[src/rtl/tiec_map.vh]
// Register offsets, field positions, reset values and codes of the timer block
`ifndef TIEC_MAP_VH
`define TIEC_MAP_VH

////////////////////////////////////////////////////////////////////////////////
// Byte offsets on the APB (one aligned 32-bit word each)
`define TIEC_OFS_CTL0 8'h00
`define TIEC_OFS_CTL1 8'h04
`define TIEC_OFS_IOC0 8'h08
`define TIEC_OFS_IOC2 8'h0c
`define TIEC_OFS_PCMP 8'h10
`define TIEC_OFS_CCMP1 8'h14
`define TIEC_OFS_CCMP2 8'h18
`define TIEC_OFS_CCMP3 8'h1c
`define TIEC_OFS_CNT 8'h20
`define TIEC_OFS_OVF 8'h24
`define TIEC_OFS_STAT 8'h28
`define TIEC_OFS_MASK 8'h2c

////////////////////////////////////////////////////////////////////////////////
// Field positions
`define TIEC_CTL0_RUN_BIT 7
`define TIEC_CTL0_CKS_MSB 2
`define TIEC_CTL0_CKS_LSB 0
`define TIEC_CTL1_MODE_MSB 2
`define TIEC_CTL1_MODE_LSB 0
`define TIEC_CTL1_EVCLK_BIT 5
`define TIEC_IOC2_EES_MSB 3
`define TIEC_IOC2_EES_LSB 2
`define TIEC_OVF_FLAG_BIT 0
`define TIEC_ST_PM_BIT 0
`define TIEC_ST_CH_LSB 1
`define TIEC_ST_OV_BIT 4

////////////////////////////////////////////////////////////////////////////////
// Reset values and write masks
`define TIEC_RST_CTL0 8'h00
`define TIEC_RST_CTL1 8'h00
`define TIEC_RST_IOC0 8'h00
`define TIEC_RST_IOC2 8'h00
`define TIEC_RST_CMP 16'hffff
`define TIEC_RST_STAT 5'h00
`define TIEC_RST_MASK 5'h00
`define TIEC_WMASK_CTL0 8'h87
`define TIEC_WMASK_CTL1 8'he7
`define TIEC_WMASK_IOC2 8'h0f

////////////////////////////////////////////////////////////////////////////////
// Codes and counter values
`define TIEC_MODE_INTERVAL 3'h0
`define TIEC_MODE_EVENT 3'h1
`define TIEC_CNT_IDLE 16'hffff
`define TIEC_CNT_ZERO 16'h0000
`define TIEC_EDGE_NONE 2'h0
`define TIEC_EDGE_RISE 2'h1
`define TIEC_EDGE_FALL 2'h2
`define TIEC_EDGE_BOTH 2'h3

`endif

[src/rtl/tiec_top.v]
// 16-bit interval timer / external event counter with APB register access
`timescale 1ns/1ps
`include "tiec_map.vh"

module tiec_top (
	input wire pclk, // Peripheral clock, 250 MHz
	input wire presetn, // Asynchronous reset, active low
	input wire psel, // APB select
	input wire penable, // APB enable
	input wire pwrite, // APB direction, high for write
	input wire [7:0] paddr, // APB byte address
	input wire [31:0] pwdata, // APB write data
	output reg [31:0] prdata, // APB read data
	output wire pready, // APB ready, always high
	output wire pslverr, // APB error on unmapped address
	input wire event_in, // External event input pin
	output reg timer_out_zero, // Timer output channel zero
	output reg [2:0] timer_out_channel, // Timer outputs channels one to three
	output reg period_match_irq, // Period match pulse
	output reg [2:0] channel_match_irq, // Channel match pulses
	output reg overflow_irq, // Overflow pulse
	output wire irq // Level interrupt, unmasked status set
);

////////////////////////////////////////////////////////////////////////////////
// Registers

reg [7:0] ctl0_reg;
reg [7:0] ctl1_reg;
reg [7:0] ioc0_reg;
reg [7:0] ioc2_reg;
reg [15:0] period_compare_reg;
reg [15:0] period_compare_buffer;
wire [47:0] channel_compare_reg;
reg [15:0] cnt_reg;
reg [15:0] cnt_next;
reg started_reg;
reg [7:0] div_reg;
reg ovf_flag_reg;
reg [4:0] status_reg;
reg [4:0] mask_reg;
reg pm_hit;
reg ov_hit;
wire [2:0] ch_hit;

////////////////////////////////////////////////////////////////////////////////
// Bus decode

wire wr_en;
wire rd_setup;
reg addr_ok;

assign pready = 1'b1;
assign wr_en = psel & penable & pwrite & addr_ok;
assign rd_setup = psel & ~penable & ~pwrite;
// Unmapped addresses answer with an error in the access phase and change nothing
assign pslverr = psel & penable & ~addr_ok;

// Only the twelve word addresses below are backed by registers
always @* begin
	case (paddr)
		`TIEC_OFS_CTL0, `TIEC_OFS_CTL1, `TIEC_OFS_IOC0, `TIEC_OFS_IOC2,
		`TIEC_OFS_PCMP, `TIEC_OFS_CCMP1, `TIEC_OFS_CCMP2, `TIEC_OFS_CCMP3,
		`TIEC_OFS_CNT, `TIEC_OFS_OVF, `TIEC_OFS_STAT, `TIEC_OFS_MASK: addr_ok = 1'b1;
		default: addr_ok = 1'b0;
	endcase
end

// Writes land on the access edge; pready never stalls
wire wr_ctl0 = wr_en & (paddr == `TIEC_OFS_CTL0);
wire wr_ctl1 = wr_en & (paddr == `TIEC_OFS_CTL1);
wire wr_ioc0 = wr_en & (paddr == `TIEC_OFS_IOC0);
wire wr_ioc2 = wr_en & (paddr == `TIEC_OFS_IOC2);
wire wr_pcmp = wr_en & (paddr == `TIEC_OFS_PCMP);
wire wr_ovf = wr_en & (paddr == `TIEC_OFS_OVF);
wire wr_stat = wr_en & (paddr == `TIEC_OFS_STAT);
wire wr_mask = wr_en & (paddr == `TIEC_OFS_MASK);

////////////////////////////////////////////////////////////////////////////////
// Control registers

always @(posedge pclk or negedge presetn) begin
	if (!presetn) begin
		ctl0_reg <= `TIEC_RST_CTL0;
		ctl1_reg <= `TIEC_RST_CTL1;
		ioc0_reg <= `TIEC_RST_IOC0;
		ioc2_reg <= `TIEC_RST_IOC2;
		period_compare_reg <= `TIEC_RST_CMP;
		mask_reg <= `TIEC_RST_MASK;
	end else begin
		// Bits outside the CTL0, CTL1 and IOC2 write masks are masked off and read back as zero
		if (wr_ctl0) begin
			ctl0_reg <= pwdata[7:0] & `TIEC_WMASK_CTL0;
		end
		if (wr_ctl1) begin
			ctl1_reg <= pwdata[7:0] & `TIEC_WMASK_CTL1;
		end
		if (wr_ioc0) begin
			ioc0_reg <= pwdata[7:0];
		end
		if (wr_ioc2) begin
			ioc2_reg <= pwdata[7:0] & `TIEC_WMASK_IOC2;
		end
		if (wr_pcmp) begin
			period_compare_reg <= pwdata[15:0];
		end
		if (wr_mask) begin
			mask_reg <= pwdata[4:0];
		end
	end
end

wire [23:0] ccmp_ofs = {`TIEC_OFS_CCMP3, `TIEC_OFS_CCMP2, `TIEC_OFS_CCMP1};

genvar k;
generate
	for (k = 0; k < 3; k = k + 1) begin : g_ccmp
		reg [15:0] cmp_q;
		// One flop set per channel, so each slice has a single driver
		always @(posedge pclk or negedge presetn) begin
			if (!presetn) begin
				cmp_q <= `TIEC_RST_CMP;
			end else if (wr_en && paddr == ccmp_ofs[8*k+7:8*k]) begin
				cmp_q <= pwdata[15:0];
			end
		end
		assign channel_compare_reg[16*k+15:16*k] = cmp_q;
	end
endgenerate

////////////////////////////////////////////////////////////////////////////////
// Count clock selection

wire run = ctl0_reg[`TIEC_CTL0_RUN_BIT];
wire [2:0] cks = ctl0_reg[`TIEC_CTL0_CKS_MSB:`TIEC_CTL0_CKS_LSB];
wire [2:0] mode = ctl1_reg[`TIEC_CTL1_MODE_MSB:`TIEC_CTL1_MODE_LSB];
wire evt_mode = (mode == `TIEC_MODE_EVENT);
wire int_mode = (mode == `TIEC_MODE_INTERVAL);
wire active = run & (evt_mode | int_mode);
wire [7:0] div_mask = ~(8'hff << cks);
// Prescaler tick once every 2^cks clocks while running
wire presc_tick = ((div_reg & div_mask) == div_mask);
wire evt_edge;
wire tick;

tiec_sync u_sync (
	.pclk(pclk),
	.presetn(presetn),
	.din(event_in),
	.edge_sel(ioc2_reg[`TIEC_IOC2_EES_MSB:`TIEC_IOC2_EES_LSB]),
	.edge_pulse(evt_edge)
);

// Event mode and interval mode with event clock both count edges
assign tick = (evt_mode | ctl1_reg[`TIEC_CTL1_EVCLK_BIT]) ? evt_edge : presc_tick;

// Divider restarts while stopped so each run begins on a full count clock
always @(posedge pclk or negedge presetn) begin
	if (!presetn) begin
		div_reg <= 8'h00;
	end else if (!active) begin
		div_reg <= 8'h00;
	end else begin
		div_reg <= div_reg + 8'h01;
	end
end

////////////////////////////////////////////////////////////////////////////////
// Counter

// Leaving idle: event mode at once, interval mode on its first count clock
wire start_now = active & ~started_reg & (tick | evt_mode);

// The match test comes before the wrap test, so a match at all ones raises no overflow
always @* begin
	cnt_next = cnt_reg;
	pm_hit = 1'b0;
	ov_hit = 1'b0;
	if (!active) begin
		cnt_next = `TIEC_CNT_IDLE;
	end else if (!started_reg) begin
		if (start_now) begin
			cnt_next = `TIEC_CNT_ZERO;
		end
	end else if (tick) begin
		if (cnt_reg == period_compare_buffer) begin
			cnt_next = `TIEC_CNT_ZERO;
			pm_hit = 1'b1;
		end else if (cnt_reg == `TIEC_CNT_IDLE) begin
			// A period lowered below the count is only met after this wrap
			cnt_next = `TIEC_CNT_ZERO;
			ov_hit = 1'b1;
		end else begin
			cnt_next = cnt_reg + 16'h0001;
		end
	end
end

always @(posedge pclk or negedge presetn) begin
	if (!presetn) begin
		cnt_reg <= `TIEC_CNT_IDLE;
		started_reg <= 1'b0;
		period_compare_buffer <= `TIEC_RST_CMP;
	end else begin
		cnt_reg <= cnt_next;
		if (!active) begin
			started_reg <= 1'b0;
		end else if (start_now) begin
			started_reg <= 1'b1;
		end
		// A write always reaches the buffer at once, even while counting
		if (wr_pcmp) begin
			period_compare_buffer <= pwdata[15:0];
		end else if (start_now) begin
			period_compare_buffer <= period_compare_reg;
		end
	end
end

////////////////////////////////////////////////////////////////////////////////
// Channel compare and timer outputs

// Bit zero is the period channel, bits one to three the compare channels
wire [3:0] hit_all = {ch_hit, pm_hit};
// Output zero enable is ignored in event mode, so that pin rests at its idle level
wire [3:0] oe_bits = {ioc0_reg[6], ioc0_reg[4], ioc0_reg[2], ioc0_reg[0] & ~evt_mode};
wire [3:0] ol_bits = {ioc0_reg[7], ioc0_reg[5], ioc0_reg[3], ioc0_reg[1]};
wire [3:0] pin_bits;

genvar i;
generate
	for (i = 0; i < 3; i = i + 1) begin : g_chan
		// A value above the period is reached, and matches, only after the period is lowered below the count
		assign ch_hit[i] = active & tick & started_reg &
			(cnt_next == channel_compare_reg[16*i+15:16*i]);
	end
	for (i = 0; i < 4; i = i + 1) begin : g_out
		reg tff_q;
		reg pin_q;
		always @(posedge pclk or negedge presetn) begin
			if (!presetn) begin
				tff_q <= 1'b0;
				pin_q <= 1'b0;
			end else begin
				if (!active) begin
					tff_q <= ol_bits[i];
				end else if (hit_all[i]) begin
					tff_q <= ~tff_q;
				end
				pin_q <= oe_bits[i] ? tff_q : ol_bits[i];
			end
		end
		assign pin_bits[i] = pin_q;
	end
endgenerate

always @* begin
	timer_out_zero = pin_bits[0];
	timer_out_channel = pin_bits[3:1];
end

////////////////////////////////////////////////////////////////////////////////
// Events, status and interrupt

// Status bit order: period match, channels one to three, overflow
wire [4:0] events = {ov_hit, ch_hit, pm_hit};

always @(posedge pclk or negedge presetn) begin
	if (!presetn) begin
		status_reg <= `TIEC_RST_STAT;
		ovf_flag_reg <= 1'b0;
		period_match_irq <= 1'b0;
		channel_match_irq <= 3'h0;
		overflow_irq <= 1'b0;
	end else begin
		// A new event wins over a clear in the same cycle
		status_reg <= (status_reg & ~(wr_stat ? pwdata[4:0] : 5'h00)) | events;
		// The overflow flag likewise keeps a set that meets a clear
		if (ov_hit) begin
			ovf_flag_reg <= 1'b1;
		end else if (wr_ovf && pwdata[`TIEC_OVF_FLAG_BIT]) begin
			ovf_flag_reg <= 1'b0;
		end
		period_match_irq <= pm_hit;
		channel_match_irq <= ch_hit;
		overflow_irq <= ov_hit;
	end
end

// Level interrupt: any unmasked sticky status bit
assign irq = |(status_reg & mask_reg);

////////////////////////////////////////////////////////////////////////////////
// Read data, captured in the setup phase

reg [31:0] rd_mux;

always @* begin
	case (paddr)
		`TIEC_OFS_CTL0: rd_mux = {24'h000000, ctl0_reg};
		`TIEC_OFS_CTL1: rd_mux = {24'h000000, ctl1_reg};
		`TIEC_OFS_IOC0: rd_mux = {24'h000000, ioc0_reg};
		`TIEC_OFS_IOC2: rd_mux = {24'h000000, ioc2_reg};
		`TIEC_OFS_PCMP: rd_mux = {16'h0000, period_compare_reg};
		`TIEC_OFS_CCMP1: rd_mux = {16'h0000, channel_compare_reg[15:0]};
		`TIEC_OFS_CCMP2: rd_mux = {16'h0000, channel_compare_reg[31:16]};
		`TIEC_OFS_CCMP3: rd_mux = {16'h0000, channel_compare_reg[47:32]};
		`TIEC_OFS_CNT: rd_mux = {16'h0000, cnt_reg};
		`TIEC_OFS_OVF: rd_mux = {31'h00000000, ovf_flag_reg};
		`TIEC_OFS_STAT: rd_mux = {27'h0000000, status_reg};
		`TIEC_OFS_MASK: rd_mux = {27'h0000000, mask_reg};
		default: rd_mux = 32'h00000000;
	endcase
end

// Loaded in the setup cycle and held until the next read setup
always @(posedge pclk or negedge presetn) begin
	if (!presetn) begin
		prdata <= 32'h00000000;
	end else if (rd_setup) begin
		prdata <= rd_mux;
	end
end

endmodule // tiec_top

[src/rtl/tiec_sync.v]
// Event input synchroniser and selectable edge detector
`timescale 1ns/1ps
`include "tiec_map.vh"

module tiec_sync (
	input wire pclk, // Peripheral clock
	input wire presetn, // Asynchronous reset, active low
	input wire din, // Asynchronous event pin
	input wire [1:0] edge_sel, // Valid edge select
	output reg edge_pulse // One-cycle pulse per valid edge
);

reg meta_reg;
reg sync_reg;
reg prev_reg;
wire rise;
wire fall;

assign rise = sync_reg & ~prev_reg;
assign fall = ~sync_reg & prev_reg;

always @(posedge pclk or negedge presetn) begin
	if (!presetn) begin
		meta_reg <= 1'b0;
		sync_reg <= 1'b0;
		prev_reg <= 1'b0;
		edge_pulse <= 1'b0;
	end else begin
		meta_reg <= din;
		sync_reg <= meta_reg;
		prev_reg <= sync_reg;
		case (edge_sel)
			`TIEC_EDGE_RISE: edge_pulse <= rise;
			`TIEC_EDGE_FALL: edge_pulse <= fall;
			`TIEC_EDGE_BOTH: edge_pulse <= rise | fall;
			default: edge_pulse <= 1'b0;
		endcase
	end
end

endmodule // tiec_sync

[config.mk]
export PLATFORM = sky130hd
export DESIGN_NAME = tiec_top
export DESIGN_NICKNAME = d
export VERILOG_FILES = /design/src/rtl/tiec_top.v /design/src/rtl/tiec_sync.v
export VERILOG_INCLUDE_DIRS = /design/src /design/src/rtl
export SDC_FILE = /design/constraint.sdc
export NUM_CORES = 1
export LEC_CHECK = 0
export ABC_AREA = 1
export BUFFER_PORTS_ARGS = -buffer_cell sky130_fd_sc_hd__buf_2
export CELL_PAD_IN_SITES_DETAIL_PLACEMENT = 2
export CELL_PAD_IN_SITES_GLOBAL_PLACEMENT = 2
export CORE_MARGIN = 1.5
export CORE_UTILIZATION = 35
export DETAILED_ROUTE_END_ITERATION = 16
export GPL_ROUTABILITY_DRIVEN = 0
export PLACE_DENSITY_LB_ADDON = 0.12
export SLEW_MARGIN = 20
export SYNTH_ARGS = -nofsm -noshare
export SYNTH_HDL_FRONTEND = slang
export SYNTH_SLANG_ARGS = --single-unit
[constraint.sdc]
create_clock -name pclk -period 3.8 [get_ports pclk]
set_input_delay 0.76 -clock pclk [delete_from_list [all_inputs] [get_ports pclk]]
set_output_delay 0.76 -clock pclk [all_outputs]
set_load 0.005 [all_outputs]
==> results_dict.tcl <==
set metrics [dict create \
    end_kind "flop" \
    synth_top_cell_by_area "dfstp_2" \
    cts_tree "yes" \
    syn_avg_cell_area_sq_um 7.43 \
    dieWidth_um 170 \
    vias 9430 \
    postCtsSetupBuffers 0 \
    report.final.slew_viol_count 0 \
    worst_slew_pin_slew_ps 1050 \
    final.setup.tns_ps 0 \
    rows 60 \
    routed_wl_um 39300 \
    path_delay_family "simple AND/OR/NAND/NOR gates" \
    yosys_warnings 0 \
    fmax_ghz 0.308 \
    cts.sinks 170 \
    power.leakage_nw 5.06 \
    dieArea_sq_um 28800 \
    relSlewSlack_pct 29.8 \
    fillers 3222 \
    clockBufferDepth 2 \
    ff2ff_setup_slack_ps 560 \
    cts_buffers 17 \
    first_iter_violations 552 \
    synth_cell_types 43 \
    netlist_area_sq_um 9730 \
    yosys_register_bits 170 \
    path_cells "inv_1 -> nand2_1 -> nand2_1 -> nor2_1 -> nand2_1 -> nor2_1 -> nand2_2 -> nand3_1 -> nand2_1 -> nand2_2 -> nand2_1 -> nand2_1 -> nand2_1 -> nor2_1 -> nand2_1 -> nor2_2 -> nand3_2 -> nand2_1 -> nand2_1" \
    largest_reg_flops 48 \
    max_stage_delay_ps 580 \
    use_met3_pct 3.06 \
    layout-drive-gt1-share_pct 20.7 \
    rsz0062_at_grt "false" \
    antennaDiodeCount 0 \
    drcViolationCount 0 \
    design_area_sq_um 11000 \
    ant_nets 0 \
    clk-insertion-delay-late_ps 450 \
    critPathLaunch "cnt_reg[5]$_DFF_PN1_" \
    totalPowerFinal_w 0.00383 \
    cp.buffers_inverters 1 \
    dieHeight_um 170 \
    synthCells 1310 \
    fin_skew_ps 17.6 \
    start_util_pct 35.9 \
    top_register "g_ccmp.cmp_q" \
    coreArea_sq_um 27100 \
    cts_hold_buffers 0 \
    rr_endpoint "g_out[3].tff_q$_DFFE_PN0P_" \
    nNetsFinal 1412 \
    hold_viol 0 \
    pin_count 90 \
    global_route.usage.met1_pct 41.3 \
    crit_top_cell "nand2_1" \
    startpoint_type "flop" \
    postPlaceCellArea_sq_um 10300 \
    grtUsageTotal_pct 28.7 \
    root_buffer "clkbuf_16" \
    fin_crit_sh_pct 85.3 \
    firstDrtPassIters 5 \
    cp_max_fo 17 \
    critical_path_class "flop to flop" \
    cts_resized 0 \
    yosysSeqAreaShare_pct 45.0 \
    vias_per_cell 5.40 \
    dp_hpwl_um 29700 \
    drv_cap 0 \
    area_delta_synth_final_pct 12.7 \
    port_buffers 56 \
    ir_drop_mv 0.247 \
    grt_max_degree 71 \
    grt_use_met2_pct 45.7 \
    status "finished, final reports clean" \
    final_core_util_pct 40.4 \
    yosysTopAreaCellShare_pct 25.9 \
    grt_first_pass_wirelength_um 61100 \
    critPathSlowestCell "dfstp_2" \
    setup_viol 0 \
    grt_most_used_layer "met2" \
    clk_pin_slew_ps 90 \
    ys_top_cells_by_area "dfstp_2 26%, dfrtp_1 19%, nand2_1 16%" \
    r2r-start "cnt_reg[5]$_DFF_PN1_" \
    cts_max_level 4 \
    worstPathArrival_ps 3580 \
    powerDensity_nw_per_um2 349 \
    antenna_found_initial 1 \
    grt_overflow_total 0 \
    worst_ep_required_time_ps 4140 \
    min_path_type "primary input to asynchronous set/reset pin" \
    grt_pass1_vias 10112 \
    wl_per_cell_um 22.5 \
    fin_crit_ps 3240 \
    reg2reg_depth 19 \
]
## synthesized netlist by cell type (all sizes together)
cell type / number
clkinv: 2
dfstp: 96
buf: 38
nand3: 107
a221oi: 18
a21oi: 18
nand3b: 5
o21ai: 147
o211ai: 3
ha: 4
inv: 155
nor3: 14
dfrtp: 74
a31oi: 1
nand2: 450
o31ai: 1
and3: 1
and2: 1
nor2: 104
nand2b: 1
o221ai: 4
conb: 2
nand4: 13
o2bb2ai: 2
clkbuf: 18
o22ai: 17
xor2: 6
nor4: 5
a22oi: 1
a21o: 2
## cell families (layout without fill, tap and decap cells)
family / count (synthesis) / after routing / share of synthesized area, %
AOI/OAI and AO/OA: 214 / 214 / 12.9
xor gates and xnor gates: 6 / 6 / 0.540
adders and majority gates: 4 / 4 / 0.514
buffers and inverters: 213 / 263 / 9.63
DFF: 170 / 170 / 45.0
other: 2 / 17 / 0.0772
and+or+nand+nor: 701 / 701 / 31.3
## area by class of cell
cell class / count / area, sq um / area share, %
Multi-Input combinational cell: 942 / 4470 / 40.8
Sequential cell: 170 / 4370 / 39.9
Inverter: 157 / 591 / 5.39
Tap cell: 372 / 465 / 4.25
Timing Repair Buffer: 74 / 434 / 3.96
Clock buffer: 17 / 425 / 3.88
Clock inverter: 15 / 199 / 1.81
## power breakdown
part,switching (W),internal (W),total [W]
clock network,0.000927,0.000956,0.00188
logic,0.0000991,0.0000265,0.000126
registers,0.00000337,0.00182,0.00182
total,0.00103,0.00280,0.00383
## through the flow
step | worst slack [ps] | instances | hold slack (ps)
6_report | 558 | 1747 | 289
5_1_grt | 350 | 1747 | 348
4_1_cts | 532 | 1747 | 333
3_5_place_dp | 541 | 1715 | 340
3_3_place_gp | 693 | 1715 | 337
2_1_floorplan | 1370 | 1325 | 331
## worst max path at each step
stage | endpoint | depth (start not counted) | slack (ps)
6_report | g_out[3].tff_q$_DFFE_PN0P_ | 19 | 560
5_1_grt | g_out[3].tff_q$_DFFE_PN0P_ | 19 | 350
4_1_cts | g_out[3].tff_q$_DFFE_PN0P_ | 19 | 530
3_5_place_dp | period_compare_buffer[1]$_DFFE_PN1P_ | 14 | 540
3_3_place_gp | g_out[3].tff_q$_DFFE_PN0P_ | 19 | 690
2_1_floorplan | pslverr | 6 | 1370
## routing by layer
metal	up-vias	part of all wire, %
met5	-	0
met4	0	2.0
met3	45	4.4
met2	194	45
met1	4888	48
li1	4303	-
## cell usage in the layout, fill, tap and decap left out, drive strengths merged
cell type / Yosys / final
a21o: 2 / 2
a21oi: 18 / 18
a221oi: 18 / 18
a22oi: 1 / 1
a31oi: 1 / 1
and2: 1 / 1
and3: 1 / 1
buf: 38 / 74
bufinv: 0 / 1
clkbuf: 18 / 17
clkinv: 2 / 9
clkinvlp: 0 / 1
conb: 2 / 17
dfrtp: 74 / 74
dfstp: 96 / 96
ha: 4 / 4
inv: 155 / 161
nand2: 450 / 450
nand2b: 1 / 1
nand3: 107 / 107
nand3b: 5 / 5
nand4: 13 / 13
nor2: 104 / 104
nor3: 14 / 14
nor4: 5 / 5
o211ai: 3 / 3
o21ai: 147 / 147
o221ai: 4 / 4
o22ai: 17 / 17
o2bb2ai: 2 / 2
o31ai: 1 / 1
xor2: 6 / 6
(Power assumes the default switching activity.)
